## config.mk

```make
export PLATFORM = sky130hd
export DESIGN_NAME = scs_sequencer
export DESIGN_NICKNAME = d
export VERILOG_FILES = /design/src/logic/scs_pkg.sv /design/src/logic/scs_cmd_check.sv /design/src/logic/scs_fifo.sv /design/src/logic/scs_sequencer.sv
export SDC_FILE = /design/constraint.sdc
export NUM_CORES = 1
export LEC_CHECK = 0
export BUFFER_PORTS_ARGS = -buffer_cell sky130_fd_sc_hd__buf_2
export CORE_ASPECT_RATIO = 0.6
export CORE_UTILIZATION = 60
export CTS_CLUSTER_DIAMETER = 150
export DETAILED_ROUTE_END_ITERATION = 8
export PLACE_DENSITY = 0.81
export SYNTH_ARGS = -nofsm -noshare
export SYNTH_HDL_FRONTEND = slang
export SYNTH_SLANG_ARGS = --single-unit
```

## constraint.sdc

```tcl
create_clock -name core_clk -period 10.05 [get_ports core_clk]
set_input_delay 0.5025 -clock core_clk [delete_from_list [all_inputs] [get_ports core_clk]]
set_output_delay 0.5025 -clock core_clk [all_outputs]
set_load 0.02 [all_outputs]
```

## src/logic/scs_pkg.sv

```systemverilog
`default_nettype none
package scs_pkg;

	// ==========================================================
	// register map (socket 0 base, sockets step by 0x0100)
	// ==========================================================
	localparam logic [15:0] SCS_OFF_MODE   = 16'h4000;
	localparam logic [15:0] SCS_OFF_CMD    = 16'h4001;
	localparam logic [15:0] SCS_OFF_FLAGS  = 16'h4002;
	localparam logic [15:0] SCS_OFF_STATE  = 16'h4003;
	localparam logic [15:0] SCS_SOCK_STEP  = 16'h0100;
	localparam logic [7:0]  SCS_RST_CMD    = 8'h00;
	localparam logic [7:0]  SCS_RST_MODE   = 8'h00;
	localparam logic [7:0]  SCS_RST_FLAGS  = 8'h00;
	localparam logic [7:0]  SCS_RST_STATE  = 8'h00;
	localparam int          SCS_FIFO_DEPTH = 8;

	// ==========================================================
	// command codes
	// ==========================================================
	localparam logic [7:0] SCS_CMD_OPEN       = 8'h01;
	localparam logic [7:0] SCS_CMD_LISTEN     = 8'h02;
	localparam logic [7:0] SCS_CMD_CONNECT    = 8'h04;
	localparam logic [7:0] SCS_CMD_DISCONNECT = 8'h08;
	localparam logic [7:0] SCS_CMD_CLOSE      = 8'h10;
	localparam logic [7:0] SCS_CMD_SEND       = 8'h20;
	localparam logic [7:0] SCS_CMD_SEND_HW    = 8'h21;
	localparam logic [7:0] SCS_CMD_KEEPALIVE  = 8'h22;
	localparam logic [7:0] SCS_CMD_PPP_BEGIN  = 8'h23;
	localparam logic [7:0] SCS_CMD_PPP_END    = 8'h24;
	localparam logic [7:0] SCS_CMD_PPP_REQ    = 8'h25;
	localparam logic [7:0] SCS_CMD_PPP_NAK    = 8'h26;
	localparam logic [7:0] SCS_CMD_PPP_REJ    = 8'h27;
	localparam logic [7:0] SCS_CMD_RX_DONE    = 8'h40;

	// ==========================================================
	// protocol selections and state codes
	// ==========================================================
	localparam logic [3:0] SCS_PROTO_CLOSED = 4'h0;
	localparam logic [3:0] SCS_PROTO_TCP    = 4'h1;
	localparam logic [3:0] SCS_PROTO_UDP    = 4'h2;
	localparam logic [3:0] SCS_PROTO_IPRAW  = 4'h3;
	localparam logic [3:0] SCS_PROTO_MACRAW = 4'h4;
	localparam logic [3:0] SCS_PROTO_PPP    = 4'h5;
	localparam logic [7:0] SCS_ST_RELEASED  = 8'h00;
	localparam logic [7:0] SCS_ST_TCP_INIT  = 8'h13;
	localparam logic [7:0] SCS_ST_TCP_WAIT  = 8'h14;
	localparam logic [7:0] SCS_ST_TCP_CONN  = 8'h17;
	localparam logic [7:0] SCS_ST_CLOSE_WT  = 8'h1C;
	localparam logic [7:0] SCS_ST_DGRAM     = 8'h22;
	localparam logic [7:0] SCS_ST_RAW_IP    = 8'h32;
	localparam logic [7:0] SCS_ST_RAW_FRAME = 8'h42;
	localparam logic [7:0] SCS_ST_PPP       = 8'h5F;

	// ==========================================================
	// event flag bit positions
	// ==========================================================
	localparam int SCS_FL_CONNECT = 0;
	localparam int SCS_FL_FIN_RX  = 1;
	localparam int SCS_FL_DATA_RX = 2;
	localparam int SCS_FL_TIMEOUT = 3;
	localparam int SCS_FL_SENDOK  = 4;
	localparam int SCS_FL_PPP_LO  = 5;

	typedef struct packed {
		logic [7:0] code;
		logic [3:0] proto;
	} scs_action_t;

	typedef struct packed {
		logic       accept;
		logic       new_state;
		logic [7:0] state;
	} scs_verdict_t;

endpackage
`default_nettype wire

```

## src/logic/scs_cmd_check.sv

```systemverilog
`timescale 1ns/1ps
`default_nettype none
module scs_cmd_check
	import scs_pkg::*;
(
	input  wire logic [7:0] code,    // pending command code
	input  wire logic [3:0] proto,   // protocol selection
	input  wire logic [7:0] state,   // current state code
	input  wire logic       sock0,   // this is socket 0
	output scs_verdict_t    verdict  // accept and state move
);
	logic tcp;
	logic ppp;

	assign tcp = proto == SCS_PROTO_TCP;
	assign ppp = sock0 && proto == SCS_PROTO_PPP;

	always_comb
	begin
		verdict = '{accept: 1'b0, new_state: 1'b0, state: state};
		case (code)
			SCS_CMD_OPEN:
			begin
				verdict.accept    = 1'b1;
				verdict.new_state = 1'b1;
				case (proto)
					SCS_PROTO_TCP:    verdict.state = SCS_ST_TCP_INIT;
					SCS_PROTO_UDP:    verdict.state = SCS_ST_DGRAM;
					SCS_PROTO_IPRAW:  verdict.state = SCS_ST_RAW_IP;
					SCS_PROTO_MACRAW: verdict.state = SCS_ST_RAW_FRAME;
					SCS_PROTO_PPP:    verdict.state = SCS_ST_PPP;
					default:          verdict.new_state = 1'b0;
				endcase
				// raw frame and session modes exist on socket 0 only
				if (!sock0 && (proto == SCS_PROTO_MACRAW || proto == SCS_PROTO_PPP))
					verdict.new_state = 1'b0;
			end
			SCS_CMD_LISTEN:
			begin
				verdict.accept    = tcp && state == SCS_ST_TCP_INIT;
				verdict.new_state = verdict.accept;
				verdict.state     = SCS_ST_TCP_WAIT;
			end
			SCS_CMD_CONNECT:
				verdict.accept = tcp && state == SCS_ST_TCP_INIT;
			SCS_CMD_DISCONNECT:
				verdict.accept = tcp && (state == SCS_ST_TCP_CONN
					|| state == SCS_ST_CLOSE_WT);
			SCS_CMD_CLOSE:
			begin
				verdict.accept    = 1'b1;
				verdict.new_state = 1'b1;
				verdict.state     = SCS_ST_RELEASED;
			end
			SCS_CMD_SEND:
				verdict.accept = state != SCS_ST_RELEASED && state != SCS_ST_TCP_INIT
					&& state != SCS_ST_TCP_WAIT;
			SCS_CMD_SEND_HW:
				verdict.accept = proto == SCS_PROTO_UDP && state == SCS_ST_DGRAM;
			SCS_CMD_KEEPALIVE:
				verdict.accept = tcp && state == SCS_ST_TCP_CONN;
			SCS_CMD_RX_DONE:
				verdict.accept = state != SCS_ST_RELEASED;
			SCS_CMD_PPP_BEGIN, SCS_CMD_PPP_END:
				verdict.accept = ppp;
			SCS_CMD_PPP_REQ, SCS_CMD_PPP_NAK, SCS_CMD_PPP_REJ:
				verdict.accept = ppp;
			default:
				verdict.accept = 1'b0;
		endcase
	end
endmodule
`default_nettype wire

```

## src/logic/scs_fifo.sv

```systemverilog
`timescale 1ns/1ps
`default_nettype none
module scs_fifo
#(
	parameter int WIDTH = 12,
	parameter int DEPTH = 8
)
(
	input  wire logic             core_clk, // clock
	input  wire logic             reset_n,  // sync reset, active low
	input  wire logic [WIDTH-1:0] in_data,  // word to store
	input  wire logic             in_valid, // store request
	output logic                  in_ready, // room left
	output logic      [WIDTH-1:0] out_data, // oldest word
	output logic                  out_valid,// word available
	input  wire logic             out_ready // drain request
);
	localparam int AW = $clog2(DEPTH);

	if (DEPTH < 2 || (1 << AW) != DEPTH)
	begin
		$error("scs_fifo: DEPTH must be a power of two, at least 2");
	end

	logic [WIDTH-1:0] mem [DEPTH];
	logic [AW:0]      wr_q;
	logic [AW:0]      rd_q;

	assign in_ready  = (wr_q - rd_q) != (AW+1)'(DEPTH);
	assign out_valid = wr_q != rd_q;
	assign out_data  = mem[rd_q[AW-1:0]];

	always_ff @(posedge core_clk)
	begin
		if (in_valid && in_ready)
			mem[wr_q[AW-1:0]] <= in_data;
	end

	always_ff @(posedge core_clk)
	begin
		if (!reset_n)
		begin
			wr_q <= '0;
			rd_q <= '0;
		end
		else
		begin
			if (in_valid && in_ready)
				wr_q <= wr_q + 1'b1;
			if (out_valid && out_ready)
				rd_q <= rd_q + 1'b1;
		end
	end
endmodule
`default_nettype wire

```

## src/logic/scs_sequencer.sv

```systemverilog
`timescale 1ns/1ps
`default_nettype none
module scs_sequencer
	import scs_pkg::*;
#(
	parameter int SOCK_IDX   = 0,
	parameter int FIFO_DEPTH = SCS_FIFO_DEPTH
)
(
	input  wire logic        core_clk,      // system clock, 100 MHz
	input  wire logic        reset_n,       // sync reset, active low
	input  wire logic [15:0] reg_addr,      // register address
	input  wire logic        reg_wr,        // write strobe
	input  wire logic        reg_rd,        // read strobe
	input  wire logic [7:0]  reg_wdata,     // write data
	output logic      [7:0]  reg_rdata,     // read data, registered
	output logic             reg_hit,       // address belongs here, registered
	output scs_action_t      act_data,      // action toward protocol engines
	output logic             act_valid,     // action available
	input  wire logic        act_ready,     // engines take action
	input  wire logic        ev_connected,  // handshake completed
	input  wire logic        ev_xport_to,   // transport timeout
	input  wire logic        ev_addr_to,    // address resolution timeout
	input  wire logic        ev_rst_rx,     // RST received from peer
	input  wire logic        ev_fin_rx,     // FIN received from peer
	input  wire logic        ev_finack_rx,  // FIN/ACK received
	input  wire logic        ev_data_rx,    // data packet received
	input  wire logic        ev_send_done,  // send finished
	input  wire logic [2:0]  ev_ppp,        // PPP receive, fail, next phase
	input  wire logic        ev_syn_noport, // SYN for a port with no socket
	output logic             rst_reply,     // RST answer request, pulse
	output logic             sock_int       // common interrupt bit for socket
);
	if (SOCK_IDX < 0 || SOCK_IDX > 7)
	begin
		$error("scs_sequencer: SOCK_IDX must be 0 to 7");
	end

	// ==========================================================
	// address decode
	// ==========================================================
	localparam logic [15:0] BASE = 16'(SOCK_IDX) * SCS_SOCK_STEP;

	function automatic logic hit(input logic [15:0] a, input logic [15:0] off);
		hit = a == off + BASE;
	endfunction

	logic sel_mode;
	logic sel_cmd;
	logic sel_flags;
	logic sel_state;

	assign sel_mode  = hit(reg_addr, SCS_OFF_MODE);
	assign sel_cmd   = hit(reg_addr, SCS_OFF_CMD);
	assign sel_flags = hit(reg_addr, SCS_OFF_FLAGS);
	assign sel_state = hit(reg_addr, SCS_OFF_STATE);

	// ==========================================================
	// registers
	// ==========================================================
	logic [7:0]   mode_q;
	logic [7:0]   cmd_q;
	logic [7:0]   flags_q;
	logic [7:0]   flags_d;
	logic [7:0]   state_q;
	logic [7:0]   state_d;
	logic         conn_pend_q;
	logic         disc_pend_q;
	logic         keep_pend_q;
	logic         rst_reply_q;
	logic [7:0]   rdata_q;
	logic         hit_q;
	scs_verdict_t verdict;
	logic         fifo_ready;
	logic         any_event;
	logic         take;
	logic         push;
	logic         tcp_live;

	scs_cmd_check u_check
	(
		.code    (cmd_q),
		.proto   (mode_q[3:0]),
		.state   (state_q),
		.sock0   (SOCK_IDX == 0),
		.verdict (verdict)
	);

	// state events take precedence; a pending command waits while any state event is present
	assign any_event = ev_connected | ev_xport_to | ev_addr_to | ev_rst_rx
		| ev_fin_rx | ev_finack_rx;

	// a command is only taken when the action queue has room,
	// so a full queue holds the code visible in the command register
	assign take = cmd_q != SCS_RST_CMD && !any_event && fifo_ready
		&& !(reg_wr && sel_cmd);
	assign push = take && verdict.accept;

	assign tcp_live = state_q == SCS_ST_TCP_CONN || state_q == SCS_ST_CLOSE_WT;

	always_ff @(posedge core_clk)
	begin
		if (!reset_n)
			mode_q <= SCS_RST_MODE;
		else if (reg_wr && sel_mode)
			mode_q <= reg_wdata;
	end

	// host may not read a zero here as done; flags and state tell that
	always_ff @(posedge core_clk)
	begin
		if (!reset_n)
			cmd_q <= SCS_RST_CMD;
		else if (reg_wr && sel_cmd)
			cmd_q <= reg_wdata;
		else if (take)
			cmd_q <= SCS_RST_CMD;
	end

	// ==========================================================
	// socket state
	// ==========================================================
	always_comb
	begin
		state_d = state_q;
		if (ev_rst_rx)
			state_d = SCS_ST_RELEASED;
		else if (ev_addr_to && conn_pend_q)
			state_d = SCS_ST_RELEASED;
		else if (ev_xport_to && (state_q == SCS_ST_TCP_WAIT || conn_pend_q
			|| disc_pend_q || keep_pend_q))
			state_d = SCS_ST_RELEASED;
		else if (ev_finack_rx && disc_pend_q)
			state_d = SCS_ST_RELEASED;
		else if (ev_connected && (state_q == SCS_ST_TCP_WAIT || conn_pend_q))
			state_d = SCS_ST_TCP_CONN;
		else if (ev_fin_rx && state_q == SCS_ST_TCP_CONN)
			state_d = SCS_ST_CLOSE_WT;
		else if (take && verdict.new_state)
			state_d = verdict.state;
	end

	// an unmatched SYN is answered but never touches state_q
	always_ff @(posedge core_clk)
	begin
		if (!reset_n)
			state_q <= SCS_RST_STATE;
		else
			state_q <= state_d;
	end

	always_ff @(posedge core_clk)
	begin
		if (!reset_n)
			rst_reply_q <= 1'b0;
		else
			rst_reply_q <= ev_syn_noport;
	end

	assign rst_reply = rst_reply_q;

	// ==========================================================
	// outstanding TCP operations
	// ==========================================================
	always_ff @(posedge core_clk)
	begin
		if (!reset_n)
			conn_pend_q <= 1'b0;
		else if (state_d != SCS_ST_TCP_INIT)
			conn_pend_q <= 1'b0;
		else if (push && cmd_q == SCS_CMD_CONNECT)
			conn_pend_q <= 1'b1;
	end

	always_ff @(posedge core_clk)
	begin
		if (!reset_n)
			disc_pend_q <= 1'b0;
		else if (state_d == SCS_ST_RELEASED)
			disc_pend_q <= 1'b0;
		else if (push && cmd_q == SCS_CMD_DISCONNECT)
			disc_pend_q <= 1'b1;
	end

	always_ff @(posedge core_clk)
	begin
		if (!reset_n)
			keep_pend_q <= 1'b0;
		else if (state_d != SCS_ST_TCP_CONN || ev_data_rx)
			keep_pend_q <= 1'b0;
		else if (push && cmd_q == SCS_CMD_KEEPALIVE)
			keep_pend_q <= 1'b1;
	end

	// ==========================================================
	// event flags: set wins over write-one-to-clear
	// ==========================================================
	always_comb
	begin
		flags_d = flags_q;
		if (reg_wr && sel_flags)
			flags_d = flags_q & ~reg_wdata;
		if (ev_connected && (state_q == SCS_ST_TCP_WAIT || conn_pend_q))
			flags_d[SCS_FL_CONNECT] = 1'b1;
		if (ev_fin_rx && tcp_live)
			flags_d[SCS_FL_FIN_RX] = 1'b1;
		if (ev_data_rx)
			flags_d[SCS_FL_DATA_RX] = 1'b1;
		if (ev_addr_to || ev_xport_to)
			flags_d[SCS_FL_TIMEOUT] = 1'b1;
		if (ev_send_done)
			flags_d[SCS_FL_SENDOK] = 1'b1;
		if (SOCK_IDX == 0 && mode_q[3:0] == SCS_PROTO_PPP)
			flags_d[SCS_FL_PPP_LO +: 3] = flags_d[SCS_FL_PPP_LO +: 3] | ev_ppp;
	end

	always_ff @(posedge core_clk)
	begin
		if (!reset_n)
			flags_q <= SCS_RST_FLAGS;
		else
			flags_q <= flags_d;
	end

	// interrupt bit follows the flags, so clearing the last one drops it
	assign sock_int = |flags_q;

	// ==========================================================
	// action queue toward the protocol engines
	// ==========================================================
	scs_action_t act_in;

	// the engine reads the peer address, port, hardware address and
	// buffer pointers itself; only the code and protocol travel here
	assign act_in = '{code: cmd_q, proto: mode_q[3:0]};

	scs_fifo
	#(
		.WIDTH ($bits(scs_action_t)),
		.DEPTH (FIFO_DEPTH)
	)
	u_fifo
	(
		.core_clk  (core_clk),
		.reset_n   (reset_n),
		.in_data   (act_in),
		.in_valid  (push),
		.in_ready  (fifo_ready),
		.out_data  (act_data),
		.out_valid (act_valid),
		.out_ready (act_ready)
	);

	// ==========================================================
	// read path
	// ==========================================================
	always_ff @(posedge core_clk)
	begin
		if (!reset_n)
		begin
			rdata_q <= 8'h00;
			hit_q   <= 1'b0;
		end
		else if (reg_rd)
		begin
			hit_q <= sel_mode | sel_cmd | sel_flags | sel_state;
			if (sel_mode)
				rdata_q <= mode_q;
			else if (sel_cmd)
				rdata_q <= cmd_q;
			else if (sel_flags)
				rdata_q <= flags_q;
			else if (sel_state)
				rdata_q <= state_q;
			else
				rdata_q <= 8'h00;
		end
		else
			hit_q <= 1'b0;
	end

	assign reg_rdata = rdata_q;
	assign reg_hit   = hit_q;
endmodule
`default_nettype wire

```

==> results.py <==
metrics = {
    "outcome": {
        "status": "complete, no violations",
    },
    "logic_synthesis": {
        "ys.flop_type": "edfxtp_1",
        "synth_seq_cells": 152,
        "yosys_warnings": 0,
        "synth_cell_types": 67,
        "synth_nets": 596,
        "ys_seq_area_frac": 0.586,
        "syn_area_um2": 6830,
        "ys_top_cells_by_area": "edfxtp_1 (42%), dfxtp_1 (16%), mux4_2 (8.2%), nor2_1 (3.2%), a21oi_1 (3.1%)",
        "synthCells": 550,
        "synth_async_sr_flop_share": 0,
        "synth_edf_count": 96,
        "synth_top_area_share": 0.422,
        "yosysTopAreaCell": "edfxtp_1",
        "synth.avg_cell_area_um2": 12.4,
    },
    "timing": {
        "finalHoldViolations": 0,
        "finalCriticalPeriod_ns": 4.53,
        "setup-violations-final": 0,
        "tightest_slew_ns": 1.23,
        "skew_ns": 0.00914,
        "post-route-period-util": 0.450,
        "rsz0062_at_grt": "no",
        "clock.fmax_ghz": 0.221,
        "max-slew-margin-rel": 0.180,
        "fin_setup_tns_ns": 0,
        "drv_slew": 0,
        "whs_ns": 0.290,
    },
    "cts": {
        "numCtsBuffers": 17,
        "clock_tree.root_cell": "clkbuf_16",
        "cts-htree-levels": 4,
        "cts_resized": 0,
        "cts_tree": "done",
        "cts_hold_buf": 0,
        "cts_setup_buffers": 0,
        "clk_pin_slew_ns": 0.07,
        "clockBufferDepth": 2,
        "cts_sinks": 152,
        "insertion_delay_ns": 0.42,
    },
    "setup_path": {
        "rrSetupSlack_ns": 5.52,
        "r2r_start": "mode_q[2]",
        "critPathKind": "flip-flop to flip-flop",
        "cp_data_required_time_ns": 10.08,
        "cp.arrival_ns": 4.56,
        "crit_fanout": 18,
        "r2r-end": "u_fifo.mem[2][9]",
        "ff2ff_path_depth": 6,
        "end_kind": "flip-flop",
        "start_kind": "flip-flop",
    },
    "pwr": {
        "power_mw": 1.32,
        "power_density_nw_per_um2": 167,
        "ir_drop_mv": 0.124,
        "p_leak_nw": 2.95,
    },
    "flow_run": {
        "maxCapViolCount": 0,
    },
    "die": {
        "die_area_um2": 11800,
        "fp.dieH_um": 84.7,
        "core_area_um2": 10800,
        "fp.dieW_um": 140,
        "num_rows": 29,
        "start_util": 0.632,
        "boundaryPins": 65,
    },
    "hold_path": {
        "hold_depth": 3,
        "hold_class": "primary input to flip-flop",
        "min_from": "ev_send_done",
        "min_to": "flags_q[4]",
    },
    "grt": {
        "grt_pass1_vias": 4988,
        "grtUsageTotal": 0.315,
        "grt_pass1_wl_um": 27600,
        "antenna_found_initial": 0,
        "grt_overflow": 0,
        "grt_max_degree": 43,
    },
    "placed_design": {
        "dp_hpwl_um": 11700,
        "gp_congestion": 0.976,
        "port_buffers": 64,
    },
    "finish": {
        "nNetsFinal": 657,
        "layout-drive-gt1-share": 0.268,
        "final_common_cell": "edfxtp_1",
        "area_delta_synth_final_pct": 15.4,
        "diodes": 0,
        "most-common-layout-cells": "edfxtp_1 (96), buf_2 (64), nor2_1 (58)",
    },
    "routing": {
        "wl_per_cell_um": 22.8,
        "dr_total_vias": 5110,
        "post-route-drc-count": 0,
        "via_per_inst": 6.70,
        "ant_nets": 0,
        "drtIter0Drc": 782,
        "wl_um": 17400,
        "first_pass_iters": 6,
    },
}
[cell type report]
type / instances / area (µm²)
clock buffer: 17 / 425
tap: 139 / 174
inverter: 7 / 26.3
sequential: 152 / 4000
timing repair buffer: 73 / 388
fill: 684 / 2930
multi-input combinational: 360 / 2690
clock inverter: 15 / 178
[logic make-up (layout without fill, tap and decap cells)]
| logic type | count (synthesis) | count (layout) | synth area share |
|---|---|---|---|
| XOR/XNOR | 6 | 6 | 0.00769 |
| flip-flops | 152 | 152 | 0.586 |
| buffers and inverters | 38 | 112 | 0.0225 |
| multiplexers | 46 | 46 | 0.116 |
| adder cells (fa/ha/maj) | 5 | 5 | 0.00915 |
| AO/OA/AOI/OAI | 101 | 101 | 0.101 |
| AND/OR/NAND/NOR | 202 | 202 | 0.157 |
[registers in the layout (all words and copies together) (netlist names), named ones only]
signal,cells
cmd_q,8
conn_pend_q,1
disc_pend_q,1
flags_q,8
keep_pend_q,1
mode_q,8
reg_hit,1
reg_rdata,8
rst_reply,1
state_q,8
u_fifo.mem,96
u_fifo.rd_q,4
u_fifo.wr_q,4
[how the worst max path moves through the flow]
stage                     startpoint           endpoint  slack [ns]  cells after the start
after floorplan            mode_q[2]   u_fifo.mem[2][0]        6.22                      7
final                      mode_q[2]   u_fifo.mem[2][9]        5.52                      6
after global placement     ev_rst_rx   u_fifo.mem[2][7]        6.02                      7
after CTS                  mode_q[2]  u_fifo.mem[2][11]        5.67                      6
after global routing       mode_q[2]   u_fifo.mem[2][0]        5.34                      6
after detailed placement   ev_rst_rx   u_fifo.mem[2][7]        5.80                      7
[synth_stat cells (all sizes together) (6+ instances only)]
cell	n
a22oi	10
or2	6
a211oi	10
nor2	58
nand2	43
nor4	8
nor3	12
or4	7
mux4	25
dfxtp	56
inv	6
o21ai	9
a21oi	42
mux2	18
nand3	16
edfxtp	96
buf	9
clkbuf	22
and3	7
[power by group]
part           leakage [nW]  internal, mW  total (mW)  switching (mW)
Clock                 0.290         0.336       0.631           0.296
Combinational          1.09        0.0111      0.0297          0.0185
Sequential             1.57         0.657       0.659         0.00155
Total                  2.95          1.00        1.32           0.316
[through the flow]
step / cells / area [µm²] / utilization / worst slack [ns]
finish: 763 / 7890 / 0.729 / 5.52
global route: 763 / 7890 / 0.729 / 5.34
CTS: 763 / 7890 / 0.729 / 5.67
detailed placement: 731 / 7280 / 0.674 / 5.80
global placement: 731 / 7280 / 0.674 / 6.02
floorplan: 550 / 6830 / - / 6.22
[layer usage]
layer,share of wire,track usage
met1,0.44,0.459
met2,0.42,0.447
met3,0.12,0.103
met4,0.018,0.0979
met5,0,0
[worst max-delay path, stage by stage, from the launching register on]
cell and delay (ns):
dfxtp_1 0.76, nor4bb_1 1.01, nor3b_1 0.28, o311ai_0 0.24
a311oi_4 0.60, nand2b_1 0.25, nor3b_2 1.00
(Power assumes the default switching activity.)
